`src/ext_irq_pkg.sv`:
```
// shared constants for the external interrupt and debug pin block
`default_nettype none
package ext_irq_pkg;
    // ==========================================
    // register byte addresses
    localparam logic [31:0] ADDR_PENDING = 32'h4000_A814;
    localparam logic [31:0] ADDR_CFG_A = 32'h4000_A860;
    localparam logic [31:0] ADDR_CFG_B = 32'h4000_A864;
    localparam logic [31:0] ADDR_CFG_C = 32'h4000_A868;
    localparam logic [31:0] ADDR_CFG_D = 32'h4000_A86C;
    localparam logic [31:0] ADDR_DBG_CFG = 32'h4000_BC00;
    localparam logic [31:0] ADDR_DBG_STAT = 32'h4000_BC04;
    localparam logic [31:0] ADDR_SEL_C = 32'h4000_BC14;
    localparam logic [31:0] ADDR_SEL_D = 32'h4000_BC18;
    localparam logic [31:0] ADDR_IRQ_STATUS = 32'h4000_BC20;
    localparam logic [31:0] ADDR_IRQ_ENABLE = 32'h4000_BC24;
    localparam logic [31:0] ADDR_IRQ_CLEAR = 32'h4000_BC28;
    // ==========================================
    // field positions
    localparam int CFG_FILT_BIT = 8;
    localparam int CFG_MODE_LSB = 5;
    localparam int DBG_DIS_BIT = 5;
    localparam int DBG_REG_BIT = 4;
    localparam int DBG_RSVD_BIT = 3;
    localparam int STAT_BOOT_BIT = 3;
    localparam int STAT_FORCE_BIT = 1;
    localparam int STAT_SWEN_BIT = 0;
    localparam int LINE_A = 0;
    localparam int LINE_B = 1;
    localparam int LINE_C = 2;
    localparam int LINE_D = 3;
    // ==========================================
    // reset values
    localparam logic [4:0] SEL_C_RESET = 5'h0F;
    localparam logic [4:0] SEL_D_RESET = 5'h10;
    localparam logic [7:0] DBG_CFG_RESET = 8'h10;
    // ==========================================
    // trigger modes
    localparam logic [2:0] MODE_OFF = 3'h0;
    localparam logic [2:0] MODE_RISE = 3'h1;
    localparam logic [2:0] MODE_FALL = 3'h2;
    localparam logic [2:0] MODE_BOTH = 3'h3;
    localparam logic [2:0] MODE_HIGH = 3'h4;
    localparam logic [2:0] MODE_LOW = 3'h5;
    // ==========================================
    // timing and bus answers
    localparam logic [1:0] FILT_LAST = 2'h3;
    localparam logic [1:0] RESP_OKAY = 2'h0;
    localparam logic [1:0] RESP_SLVERR = 2'h2;
    // ==========================================
    // register select and read state
    typedef enum logic [3:0] {
        SEL_PENDING, SEL_CFG_A, SEL_CFG_B, SEL_CFG_C, SEL_CFG_D, SEL_DBG_CFG, SEL_DBG_STAT,
        SEL_PIN_C, SEL_PIN_D, SEL_IRQ_STATUS, SEL_IRQ_ENABLE, SEL_IRQ_CLEAR, SEL_NONE
    } regSel_t;
    typedef enum logic [1:0] {
        RD_IDLE = 2'b01,
        RD_DATA = 2'b10
    } rdState_t;
endpackage : ext_irq_pkg
`default_nettype wire

```
`src/ext_line_if.sv`:
```
// signals shared between the control block and one line's filter and detector
`timescale 1ns/10ps
`default_nettype none
interface ext_line_if;
    logic filterEnable;
    logic [2:0] triggerMode;
    logic rawLevel;
    logic cleanLevel;
    logic lineEvent;
    modport filt (input filterEnable, input rawLevel, output cleanLevel);
    modport det (input triggerMode, input cleanLevel, output lineEvent);
    modport ctrl (output filterEnable, output triggerMode, output rawLevel, input cleanLevel, input lineEvent);
endinterface : ext_line_if
`default_nettype wire

```
`src/ext_irq_and_debug_pin_control.sv`:
```
// external pin interrupt and debug pin control, with register slave
`timescale 1ns/10ps
`default_nettype none
// How it works
// - Configuration bit 8 turns on digital filtering for that line.
// - Mode field bits 7:5: 0 off, 1 rise, 2 fall, 3 both edges.
// - Mode 4 high level, 5 low level; software avoids codes 6 and 7.
// - Pending flags D, C, A in bits 3, 2, 0; write one clears.
// - Debug disable bit 5 blocks debug activation unless already active.
// - Bit 4 lets regulator enable drive port A pin 7; on after reset.
// - Status bit 3 holds inverted boot-select pin caught after reset.
// - Status bit 1 shows debugger forced active by cable; read only.
// - Status bit 0 shows two-wire debug enabled by access port.
// - Lines C and D take their pin from a five-bit select field.
module ext_irq_and_debug_pin_control
    import ext_irq_pkg::*;
(
    // clock and reset
    input wire logic clk,
    input wire logic rst,
    // register bus write
    input wire logic [31:0] s_axi_awaddr,
    input wire logic s_axi_awvalid,
    output logic s_axi_awready,
    input wire logic [31:0] s_axi_wdata,
    input wire logic [3:0] s_axi_wstrb,
    input wire logic s_axi_wvalid,
    output logic s_axi_wready,
    output logic [1:0] s_axi_bresp,
    output logic s_axi_bvalid,
    input wire logic s_axi_bready,
    // register bus read
    input wire logic [31:0] s_axi_araddr,
    input wire logic s_axi_arvalid,
    output logic s_axi_arready,
    output logic [31:0] s_axi_rdata,
    output logic [1:0] s_axi_rresp,
    output logic s_axi_rvalid,
    input wire logic s_axi_rready,
    // pins
    input wire logic extLineA,
    input wire logic extLineB,
    input wire logic [31:0] portPins,
    input wire logic bootSelectPinN,
    // debug and regulator
    input wire logic debuggerCableForce,
    input wire logic debugPortEnable,
    input wire logic liveReservedLoad,
    input wire logic liveReservedValue,
    input wire logic regulatorEnable,
    input wire logic portAPin7Normal,
    output logic portAPin7Out,
    output logic debugActive,
    // interrupt
    output logic irq
);
    // ==========================================
    // address decode
    function automatic regSel_t regDecode(input logic [31:0] addr);
        case (addr)
            ADDR_PENDING: regDecode = SEL_PENDING;
            ADDR_CFG_A: regDecode = SEL_CFG_A;
            ADDR_CFG_B: regDecode = SEL_CFG_B;
            ADDR_CFG_C: regDecode = SEL_CFG_C;
            ADDR_CFG_D: regDecode = SEL_CFG_D;
            ADDR_DBG_CFG: regDecode = SEL_DBG_CFG;
            ADDR_DBG_STAT: regDecode = SEL_DBG_STAT;
            ADDR_SEL_C: regDecode = SEL_PIN_C;
            ADDR_SEL_D: regDecode = SEL_PIN_D;
            ADDR_IRQ_STATUS: regDecode = SEL_IRQ_STATUS;
            ADDR_IRQ_ENABLE: regDecode = SEL_IRQ_ENABLE;
            ADDR_IRQ_CLEAR: regDecode = SEL_IRQ_CLEAR;
            default: regDecode = SEL_NONE;
        endcase
    endfunction : regDecode

    logic awHave_q;
    logic wHave_q;
    logic [31:0] awAddr_q;
    logic [31:0] wData_q;
    logic [3:0] wStrb_q;
    logic bvalid_q;
    logic [1:0] bresp_q;
    logic writeFire;
    logic lowLane;
    regSel_t wrSel;
    rdState_t rdState_q;
    logic [31:0] rdata_q;
    logic [1:0] rresp_q;
    logic [31:0] readWord;

    logic [3:0] cfgFilt_q;
    logic [2:0] cfgMode_q [4];
    logic [4:0] selC_q;
    logic [4:0] selD_q;
    logic [3:0] pending_q;
    logic [3:0] irqStatus_q;
    logic [3:0] irqEnable_q;
    logic irq_q;
    logic dbgDisable_q;
    logic regOverride_q;
    logic liveRsvd_q;
    logic debugActive_q;
    logic bootStatus_q;
    logic bootTaken_q;
    logic forced_q;
    logic swEnabled_q;
    logic pin7_q;
    logic [3:0] lineEvent;
    logic [3:0] lineRaw;

    // ==========================================
    // write channel: address and data in either order
    assign s_axi_awready = !awHave_q && !bvalid_q;
    assign s_axi_wready = !wHave_q && !bvalid_q;
    assign writeFire = awHave_q && wHave_q && !bvalid_q;
    assign wrSel = regDecode(awAddr_q);
    // all fields live in byte lane 0 except the filter bit 8, which uses lane 1
    assign lowLane = writeFire && wStrb_q[0];

    always_ff @(posedge clk) begin
        if (rst) begin
            awHave_q <= 1'b0;
            awAddr_q <= 32'h0000_0000;
        end else if (s_axi_awvalid && s_axi_awready) begin
            awHave_q <= 1'b1;
            awAddr_q <= s_axi_awaddr;
        end else if (writeFire) begin
            awHave_q <= 1'b0;
        end
    end

    always_ff @(posedge clk) begin
        if (rst) begin
            wHave_q <= 1'b0;
            wData_q <= 32'h0000_0000;
            wStrb_q <= 4'h0;
        end else if (s_axi_wvalid && s_axi_wready) begin
            wHave_q <= 1'b1;
            wData_q <= s_axi_wdata;
            wStrb_q <= s_axi_wstrb;
        end else if (writeFire) begin
            wHave_q <= 1'b0;
        end
    end

    always_ff @(posedge clk) begin
        if (rst) begin
            bvalid_q <= 1'b0;
            bresp_q <= RESP_OKAY;
        end else if (writeFire) begin
            bvalid_q <= 1'b1;
            bresp_q <= (wrSel == SEL_NONE || wrSel == SEL_DBG_STAT) ? RESP_SLVERR : RESP_OKAY;
        end else if (s_axi_bready) begin
            bvalid_q <= 1'b0;
        end
    end

    assign s_axi_bvalid = bvalid_q;
    assign s_axi_bresp = bresp_q;

    // ==========================================
    // read channel
    always_comb begin
        readWord = 32'h0000_0000;
        case (regDecode(s_axi_araddr))
            SEL_PENDING: readWord[3:0] = pending_q;
            SEL_CFG_A: readWord[8:5] = {cfgFilt_q[LINE_A], cfgMode_q[LINE_A]};
            SEL_CFG_B: readWord[8:5] = {cfgFilt_q[LINE_B], cfgMode_q[LINE_B]};
            SEL_CFG_C: readWord[8:5] = {cfgFilt_q[LINE_C], cfgMode_q[LINE_C]};
            SEL_CFG_D: readWord[8:5] = {cfgFilt_q[LINE_D], cfgMode_q[LINE_D]};
            SEL_DBG_CFG: readWord[5:3] = {dbgDisable_q, regOverride_q, liveRsvd_q};
            SEL_DBG_STAT: readWord[3:0] = {bootStatus_q, 1'b0, forced_q, swEnabled_q};
            SEL_PIN_C: readWord[4:0] = selC_q;
            SEL_PIN_D: readWord[4:0] = selD_q;
            SEL_IRQ_STATUS: readWord[3:0] = irqStatus_q;
            SEL_IRQ_ENABLE: readWord[3:0] = irqEnable_q;
            default: readWord = 32'h0000_0000;
        endcase
    end

    assign s_axi_arready = (rdState_q == RD_IDLE);

    always_ff @(posedge clk) begin
        if (rst) begin
            rdState_q <= RD_IDLE;
            rdata_q <= 32'h0000_0000;
            rresp_q <= RESP_OKAY;
        end else begin
            case (rdState_q)
                RD_IDLE: begin
                    if (s_axi_arvalid) begin
                        rdState_q <= RD_DATA;
                        rdata_q <= readWord;
                        rresp_q <= (regDecode(s_axi_araddr) == SEL_NONE) ? RESP_SLVERR : RESP_OKAY;
                    end
                end
                RD_DATA: begin
                    if (s_axi_rready) begin
                        rdState_q <= RD_IDLE;
                    end
                end
                default: rdState_q <= RD_IDLE;
            endcase
        end
    end

    assign s_axi_rvalid = (rdState_q == RD_DATA);
    assign s_axi_rdata = rdata_q;
    assign s_axi_rresp = rresp_q;

    // ==========================================
    // line configuration and pin select
    always_ff @(posedge clk) begin
        if (rst) begin
            cfgFilt_q <= 4'h0;
            cfgMode_q <= '{default: MODE_OFF};
        end else if (lowLane || (writeFire && wStrb_q[1])) begin
            for (int i = 0; i < 4; i++) begin
                if (wrSel == regSel_t'(SEL_CFG_A + i)) begin
                    if (wStrb_q[1]) begin
                        cfgFilt_q[i] <= wData_q[CFG_FILT_BIT];
                    end
                    if (wStrb_q[0]) begin
                        cfgMode_q[i] <= wData_q[CFG_MODE_LSB +: 3];
                    end
                end
            end
        end
    end

    always_ff @(posedge clk) begin
        if (rst) begin
            selC_q <= SEL_C_RESET;
            selD_q <= SEL_D_RESET;
        end else if (lowLane && wrSel == SEL_PIN_C) begin
            selC_q <= wData_q[4:0];
        end else if (lowLane && wrSel == SEL_PIN_D) begin
            selD_q <= wData_q[4:0];
        end
    end

    // selectable source pins for C and D
    assign lineRaw = {portPins[selD_q], portPins[selC_q], extLineB, extLineA};

    // ==========================================
    // per-line filter and detector
    generate
        for (genvar g = 0; g < 4; g++) begin : gLine
            ext_line_if lineBus ();
            assign lineBus.filterEnable = cfgFilt_q[g];
            assign lineBus.triggerMode = cfgMode_q[g];
            assign lineBus.rawLevel = lineRaw[g];
            assign lineEvent[g] = lineBus.lineEvent;
            ext_line_filter uFilt (
                .clk(clk),
                .rst(rst),
                .line(lineBus)
            );
            ext_line_detect uDet (
                .clk(clk),
                .rst(rst),
                .line(lineBus)
            );
        end
    endgenerate

    // ==========================================
    // pending flags, set wins over clear
    // write one to clear, no line B flag
    // level modes set again after clear
    always_ff @(posedge clk) begin
        if (rst) begin
            pending_q <= 4'h0;
        end else begin
            for (int i = 0; i < 4; i++) begin
                if (i != LINE_B) begin
                    pending_q[i] <= lineEvent[i] | (pending_q[i] & ~(lowLane && wrSel == SEL_PENDING && wData_q[i]));
                end else begin
                    pending_q[i] <= 1'b0;
                end
            end
        end
    end

    // ==========================================
    // interrupt status, enable and clear
    always_ff @(posedge clk) begin
        if (rst) begin
            irqStatus_q <= 4'h0;
            irqEnable_q <= 4'h0;
            irq_q <= 1'b0;
        end else begin
            irqStatus_q <= lineEvent | (irqStatus_q & ~((lowLane && wrSel == SEL_IRQ_CLEAR) ? wData_q[3:0] : 4'h0));
            if (lowLane && wrSel == SEL_IRQ_ENABLE) begin
                irqEnable_q <= wData_q[3:0];
            end
            irq_q <= |(irqStatus_q & irqEnable_q);
        end
    end

    assign irq = irq_q;

    // ==========================================
    // debug configuration
    // regulator override on after reset
    // reserved bit may change under hardware
    always_ff @(posedge clk) begin
        if (rst) begin
            dbgDisable_q <= DBG_CFG_RESET[DBG_DIS_BIT];
            regOverride_q <= DBG_CFG_RESET[DBG_REG_BIT];
            liveRsvd_q <= DBG_CFG_RESET[DBG_RSVD_BIT];
        end else begin
            if (lowLane && wrSel == SEL_DBG_CFG) begin
                dbgDisable_q <= wData_q[DBG_DIS_BIT];
                regOverride_q <= wData_q[DBG_REG_BIT];
            end
            if (liveReservedLoad) begin
                liveRsvd_q <= liveReservedValue;
            end else if (lowLane && wrSel == SEL_DBG_CFG) begin
                liveRsvd_q <= wData_q[DBG_RSVD_BIT];
            end
        end
    end

    always_ff @(posedge clk) begin
        if (rst) begin
            debugActive_q <= 1'b0;
        end else begin
            debugActive_q <= (debuggerCableForce | debugPortEnable) & (debugActive_q | ~dbgDisable_q);
        end
    end

    assign debugActive = debugActive_q;

    // pin 7 driven by regulator enable
    always_ff @(posedge clk) begin
        if (rst) begin
            pin7_q <= 1'b0;
        end else begin
            pin7_q <= regOverride_q ? regulatorEnable : portAPin7Normal;
        end
    end

    assign portAPin7Out = pin7_q;

    // ==========================================
    // debug status
    // boot select caught once after reset release
    always_ff @(posedge clk) begin
        if (rst) begin
            bootTaken_q <= 1'b0;
            bootStatus_q <= 1'b0;
        end else if (!bootTaken_q) begin
            bootTaken_q <= 1'b1;
            bootStatus_q <= ~bootSelectPinN;
        end
    end

    always_ff @(posedge clk) begin
        if (rst) begin
            forced_q <= 1'b0;
            swEnabled_q <= 1'b0;
        end else begin
            forced_q <= debuggerCableForce;
            swEnabled_q <= debugPortEnable;
        end
    end

    // ==========================================
    // checks
    property p_pend_set;
        @(posedge clk) disable iff (rst)
        (lineEvent[LINE_A]) |=> pending_q[LINE_A];
    endproperty
    a_pend_set: assert property (p_pend_set) else $error("line A event lost");

    property p_pend_clear;
        @(posedge clk) disable iff (rst)
        (lowLane && wrSel == SEL_PENDING && wData_q[LINE_D] && !lineEvent[LINE_D]) |=> !pending_q[LINE_D];
    endproperty
    a_pend_clear: assert property (p_pend_clear) else $error("line D flag not cleared");

    property p_level_reset;
        @(posedge clk) disable iff (rst)
        (cfgMode_q[LINE_C] == MODE_HIGH && gLine[LINE_C].lineBus.cleanLevel) |=> pending_q[LINE_C];
    endproperty
    a_level_reset: assert property (p_level_reset) else $error("level flag not held");

    property p_dbg_block;
        @(posedge clk) disable iff (rst)
        (dbgDisable_q && !debugActive_q) |=> !debugActive_q;
    endproperty
    a_dbg_block: assert property (p_dbg_block) else $error("debug activated while disabled");

    property p_reg_pin;
        @(posedge clk) disable iff (rst)
        (regOverride_q) |=> (portAPin7Out == $past(regulatorEnable));
    endproperty
    a_reg_pin: assert property (p_reg_pin) else $error("pin 7 not following regulator");

    property p_boot_hold;
        @(posedge clk) disable iff (rst)
        (bootTaken_q && $past(bootTaken_q)) |-> $stable(bootStatus_q);
    endproperty
    a_boot_hold: assert property (p_boot_hold) else $error("boot status changed");

    property p_forced;
        @(posedge clk) disable iff (rst)
        debuggerCableForce ##1 debuggerCableForce |-> forced_q;
    endproperty
    a_forced: assert property (p_forced) else $error("forced status missing");

    property p_irq_out;
        @(posedge clk) disable iff (rst)
        (|(irqStatus_q & irqEnable_q)) |=> irq;
    endproperty
    a_irq_out: assert property (p_irq_out) else $error("interrupt not raised");
endmodule : ext_irq_and_debug_pin_control
`default_nettype wire

```
`src/ext_line_filter.sv`:
```
// synchroniser and glitch filter for one external line
`timescale 1ns/10ps
`default_nettype none
module ext_line_filter
    import ext_irq_pkg::*;
(
    // clock and reset
    input wire logic clk,
    input wire logic rst,
    // line
    ext_line_if.filt line
);
    logic sync1_q;
    logic sync2_q;
    logic clean_q;
    logic [1:0] cnt_q;

    always_ff @(posedge clk) begin
        if (rst) begin
            sync1_q <= 1'b0;
            sync2_q <= 1'b0;
        end else begin
            sync1_q <= line.rawLevel;
            sync2_q <= sync1_q;
        end
    end

    // ==========================================
    // stable-count filter
    // filter when enabled
    always_ff @(posedge clk) begin
        if (rst) begin
            clean_q <= 1'b0;
            cnt_q <= 2'h0;
        end else if (!line.filterEnable || sync2_q == clean_q) begin
            clean_q <= line.filterEnable ? clean_q : sync2_q;
            cnt_q <= 2'h0;
        end else if (cnt_q == FILT_LAST) begin
            clean_q <= sync2_q;
            cnt_q <= 2'h0;
        end else begin
            cnt_q <= cnt_q + 2'h1;
        end
    end

    assign line.cleanLevel = clean_q;

    property p_filt_stable;
        @(posedge clk) disable iff (rst)
        (line.filterEnable && $past(line.filterEnable) && clean_q != $past(clean_q))
            |-> ($past(sync2_q, 1) == clean_q && $past(sync2_q, 2) == clean_q && $past(sync2_q, 3) == clean_q);
    endproperty
    a_filt_stable: assert property (p_filt_stable) else $error("filtered level took a short pulse");
endmodule : ext_line_filter
`default_nettype wire

```
`src/ext_line_detect.sv`:
```
// edge and level trigger detection for one external line
`timescale 1ns/10ps
`default_nettype none
module ext_line_detect
    import ext_irq_pkg::*;
(
    // clock and reset
    input wire logic clk,
    input wire logic rst,
    // line
    ext_line_if.det line
);
    logic prev_q;

    always_ff @(posedge clk) begin
        if (rst) begin
            prev_q <= 1'b0;
        end else begin
            prev_q <= line.cleanLevel;
        end
    end

    // ==========================================
    // trigger select
    // edge and level modes
    always_comb begin
        case (line.triggerMode)
            MODE_RISE: line.lineEvent = line.cleanLevel & ~prev_q;
            MODE_FALL: line.lineEvent = ~line.cleanLevel & prev_q;
            MODE_BOTH: line.lineEvent = line.cleanLevel ^ prev_q;
            MODE_HIGH: line.lineEvent = line.cleanLevel;
            MODE_LOW: line.lineEvent = ~line.cleanLevel;
            default: line.lineEvent = 1'b0;
        endcase
    end

    property p_rise_only;
        @(posedge clk) disable iff (rst)
        (line.triggerMode == MODE_RISE && line.lineEvent) |-> (line.cleanLevel && !$past(line.cleanLevel));
    endproperty
    a_rise_only: assert property (p_rise_only) else $error("rising mode fired without a rise");

    property p_low_level;
        @(posedge clk) disable iff (rst)
        (line.triggerMode == MODE_LOW) |-> (line.lineEvent == !line.cleanLevel);
    endproperty
    a_low_level: assert property (p_low_level) else $error("low level mode mismatch");
endmodule : ext_line_detect
`default_nettype wire

```
`config.mk`:
```
export PLATFORM = sky130hd
export DESIGN_NAME = ext_irq_and_debug_pin_control
export DESIGN_NICKNAME = d
export VERILOG_FILES = /design/src/ext_irq_pkg.sv /design/src/ext_line_if.sv /design/src/ext_irq_and_debug_pin_control.sv /design/src/ext_line_filter.sv /design/src/ext_line_detect.sv
export SDC_FILE = /design/constraint.sdc
export NUM_CORES = 1
export LEC_CHECK = 0
export BUFFER_PORTS_ARGS = -buffer_cell sky130_fd_sc_hd__buf_2
export CAP_MARGIN = 30
export CORE_MARGIN = 4
export CORE_UTILIZATION = 35
export CTS_BUF_LIST = sky130_fd_sc_hd__clkbuf_8
export CTS_CLUSTER_DIAMETER = 40
export DETAILED_ROUTE_END_ITERATION = 10
export PLACE_DENSITY_LB_ADDON = 0.12
export SLEW_MARGIN = 5
export SYNTH_ARGS = -nofsm -noshare
export SYNTH_HDL_FRONTEND = slang
export SYNTH_SLANG_ARGS = --single-unit
```
`constraint.sdc`:
```
create_clock -name clk -period 6.15 [get_ports clk]
set_clock_uncertainty 0.15 [all_clocks]
set_input_delay 0.615 -clock clk [delete_from_list [all_inputs] [get_ports clk]]
set_output_delay 0.615 -clock clk [all_outputs]
set_load 0.005 [all_outputs]
```
==> summary.txt <==
Clocking
  – CTS tree: done
  – Hold_buf cts: 0
  – Largest buffer count on any clock path: 2
  – Post-CTS Setup Inserts: 0
  – Clock-pin slew on the worst setup and hold paths: around 0.080 ns
  – Num CTS Buffers: 17
  – Maximum level of the CTS H-tree: 4
  – Root Driver: sky130_fd_sc_hd__clkbuf_8
  – Later-pin clock latency in the skew report: 0.44 ns
  – Post-cts resize count: 0
  – CTS sink cnt: between 100 and 150

Floorplan
  – Standard-cell rows: 50
  – Chip height: roughly 150 µm
  – Width of the die: 145.9 µm
  – Ports placed on the boundary: 192
  – Core outline area: roughly 19000 µm²
  – Die area: 21290 µm²
  – Initial cell density of the core: 35.58%

Setup path
  – Worst-path cell chain: buf_2, nor3b_1, o2111ai_1, a311oi_2, mux2i_1, o2111ai_1, a21oi_1, nor2_1
  – Critical path's slowest cell: sky130_fd_sc_hd__a311oi_2
  – Worst path max stage delay: between 0.8 and 0.9 ns
  – Worst path arrival time: 3.20 ns
  – Most frequent cell on the critical path: sky130_fd_sc_hd__o2111ai_1
  – Crit path capture type: register
  – Maximum fanout along the worst path: 12
  – Critical Path Source Type: input pin
  – Critical setup path kind: input pin to register
  – Required time of the critical path: 6.33 ns

Placed design
  – Pre-CTS WS: ~2.7 ns
  – Estimated wirelength of the detail-placed design: between 10 and 15 mm
  – Number of instances in the placed design: roughly 1100
  – Placer congestion estimate: 0.8259
  – IO Port Bufs: between 100 and 150

Outcome
  – Outcome: completed

Layout
  – Syn-to-layout area delta: 18.16%
  – Number of antenna diodes: 0
  – Non-filler cells, final: between 1000 and 1500
  – Fraction of layout cells with a size suffix above 1: between 20% and 30%
  – Number of nets in the finished design: about 1000

Power
  – Pwr dens: approximately 240 nW/µm²
  – Reported leakage power: around 3.2 nW
  – Max VDD drop: approximately 0.00014 V
  – Total power draw: around 1.9 mW

Synth
  – EDFF count, synth: 0
  – Top area cells in the synthesized netlist: sky130_fd_sc_hd__dfxtp_1, sky130_fd_sc_hd__nand2_1, sky130_fd_sc_hd__mux2i_1, sky130_fd_sc_hd__mux4_2, sky130_fd_sc_hd__a21oi_1
  – Mapped Cells: around 770
  – Yosys warns: 0
  – Flip-flop and latch count after synthesis: 130
  – Post-synthesis cell area: ~6700 µm²
  – Mean Syn Cell Area: roughly 8.7 µm²
  – Asr flop ratio synth: 0%
  – Synth top cells by count: sky130_fd_sc_hd__nand2_1, sky130_fd_sc_hd__dfxtp_1, sky130_fd_sc_hd__a21oi_1
  – Top-area cell type share of the netlist area: about 40%
  – Sequential share of the synthesized area: about 39%
  – Count of distinct cell types in the synthesized netlist: between 70 and 80
  – Top cell type by total area after synthesis: sky130_fd_sc_hd__dfxtp_1
  – Most repeated cell in the gate-level netlist after synthesis: sky130_fd_sc_hd__nand2_1
  – Synth Flop Type: sky130_fd_sc_hd__dfxtp_1

Drt
  – Detailed-routing iteration count for the pre-antenna-repair pass: 4
  – Post-route ant nets: 0
  – Final routed wirelength across all metal layers: around 18 mm
  – Via density: 5.073
  – Routed via count: between 5000 and 6000
  – Number of DRC markers in iteration 0: 321
  – Residual DRC count: 0
  – WL per Instance: between 15 and 20 µm

Hold path
  – Worst min-delay path category: input pin to register

GRT
  – Number of antenna violations at the first check in global routing: 0
  – Total track usage: around 17%
  – First-pass GRT wire length: around 29 mm
  – GRT overflow: 0
  – Maximum number of pins on one net before global-route repair: between 80 and 90
  – Number of global-route vias before repair: 5671

STA
  – Final Hold Viols: 0
  – Total Negative Setup Slacks: 0 ns
  – Worst path setup slack after routing: approximately 3.1 ns
  – Timing-limited maximum frequency: approximately 330 MHz
  – RSZ-0062 raised after global routing: false
  – Final setup violation count: 0
  – Worst rel slew slack: 39.93%
  – Crit path time final: ~3 ns
  – Final critical-path share of the clock period: roughly half
  – Transition time of the tightest slew-check pin: between 0.9 and 1 ns
  – Max-slew violation count: 0

Flow run
  – Number of maximum-capacitance constraint violations: 0
## sequential cells by signal, summed over array words and instances (netlist names), 2 cells and up
| signal | flops |
|---|---|
| gLine.lineBus.triggerMode | 12 |
| selC_q | 5 |
| rdState_q | 2 |
| gLine.uDet.prev_q | 4 |
| cfgFilt_q | 4 |
| wStrb_q | 2 |
| s_axi_rdata | 9 |
| gLine.uFilt.cnt_q | 8 |
| gLine.uFilt.sync2_q | 4 |
| selD_q | 5 |
| wData_q | 9 |
| gLine.uFilt.line.cleanLevel | 4 |
| irqEnable_q | 4 |
| awAddr_q | 32 |
| pending_q | 3 |
| gLine.uFilt.sync1_q | 4 |
| irqStatus_q | 4 |
## area by class of cell
| type | instances | area [µm²] |
|---|---|---|
| inverter | 24 | 90.09 |
| clock buffer | 17 | 234.0 |
| timing repair buffer | 144 | 745.7 |
| fill | 1925 | 10840 |
| clock inverter | 15 | 193.9 |
| tap | 234 | 292.8 |
| multi-input combinational | 571 | 3705 |
| sequential | 130 | 2603 |
## worst paths after layout
path / cells past startpoint / end / slack, ns / from
max: 8 / s_axi_rdata[5] / 3.13 / s_axi_araddr[4]
min: 2 / gLine[0].uFilt.sync1_q / 0.24 / extLineA
max reg2reg: 7 / selC_q[0] / 3.18 / awAddr_q[7]
min reg2reg: 1 / gLine[2].uFilt.cnt_q[0] / 0.28 / gLine[2].uFilt.cnt_q[0]
## stage by stage
stage,area (µm²),util (%),hold WS (ns)
after CTS,7864,42.04,0.2103
after global routing,7864,42.04,0.2083
after global placement,7406,39.59,0.2660
after floorplan,6745,-,0.2565
after detailed placement,7436,39.75,0.2702
final,7864,42.04,0.2446
## layer usage
| layer | vias to the layer above | wire [µm] | global-route usage [%] |
|---|---|---|---|
| met5 | - | 0 | 0 |
| met4 | 0 | 167 | 4.368 |
| met3 | 12 | 783 | 3.644 |
| met2 | 122 | 8033 | 26.73 |
| met1 | 2704 | 8663 | 22.84 |
| li1 | 2920 | - | - |
## cells in the final DEF (no fill, tap or decap), types with 3 or more instances in the layout
cell type / count
sky130_fd_sc_hd__a211oi_1: 4
sky130_fd_sc_hd__a21boi_0: 3
sky130_fd_sc_hd__a21oi_1: 64
sky130_fd_sc_hd__a31oi_1: 4
sky130_fd_sc_hd__a32oi_1: 4
sky130_fd_sc_hd__and2_1: 3
sky130_fd_sc_hd__and3_1: 8
sky130_fd_sc_hd__buf_2: 140
sky130_fd_sc_hd__bufinv_16: 3
sky130_fd_sc_hd__clkbuf_8: 17
sky130_fd_sc_hd__clkinv_4: 4
sky130_fd_sc_hd__conb_1: 25
sky130_fd_sc_hd__dfxtp_1: 130
sky130_fd_sc_hd__ha_1: 12
sky130_fd_sc_hd__inv_1: 24
sky130_fd_sc_hd__inv_6: 6
sky130_fd_sc_hd__mux2i_1: 47
sky130_fd_sc_hd__mux4_2: 20
sky130_fd_sc_hd__nand2_1: 135
sky130_fd_sc_hd__nand2b_1: 8
sky130_fd_sc_hd__nand3_1: 11
sky130_fd_sc_hd__nand3b_1: 5
sky130_fd_sc_hd__nand4_1: 6
sky130_fd_sc_hd__nand4bb_1: 3
sky130_fd_sc_hd__nor2_1: 56
sky130_fd_sc_hd__nor2b_1: 12
sky130_fd_sc_hd__nor3_1: 12
sky130_fd_sc_hd__nor3b_1: 4
sky130_fd_sc_hd__nor4_1: 14
sky130_fd_sc_hd__nor4b_1: 7
sky130_fd_sc_hd__o2111ai_1: 4
sky130_fd_sc_hd__o21ai_0: 39
sky130_fd_sc_hd__or3_1: 4
sky130_fd_sc_hd__xnor2_1: 4
sky130_fd_sc_hd__xor2_1: 4
## cells by family after synthesis
kind of cell	Yosys count	share of synthesized area [%]
AO/OA/AOI/OAI	153	14.31
XOR/XNOR	8	1.053
adder cells (fa/ha/maj)	12	2.256
buffers and inverters	88	6.580
flip-flops	130	39.11
multiplexers	67	13.84
other	1	0.05635
AND/OR/NAND/NOR	306	22.81
## worst max-delay path: cells and delay by family
family,cells,cell delay (ns)
AND/OR/NAND/NOR,2,0.60
buffers and inverters,1,0.18
AO/OA/AOI/OAI,4,1.47
multiplexers,1,0.32
## report_power, final
| part | internal [mW] | leakage (nW) | switching (mW) |
|---|---|---|---|
| clock | 0.413 | 0.218 | 0.371 |
| combinational | 0.0808 | 1.89 | 0.100 |
| sequential | 0.872 | 1.06 | 0.0263 |
Note: power is estimated with default switching activity, not from simulation.
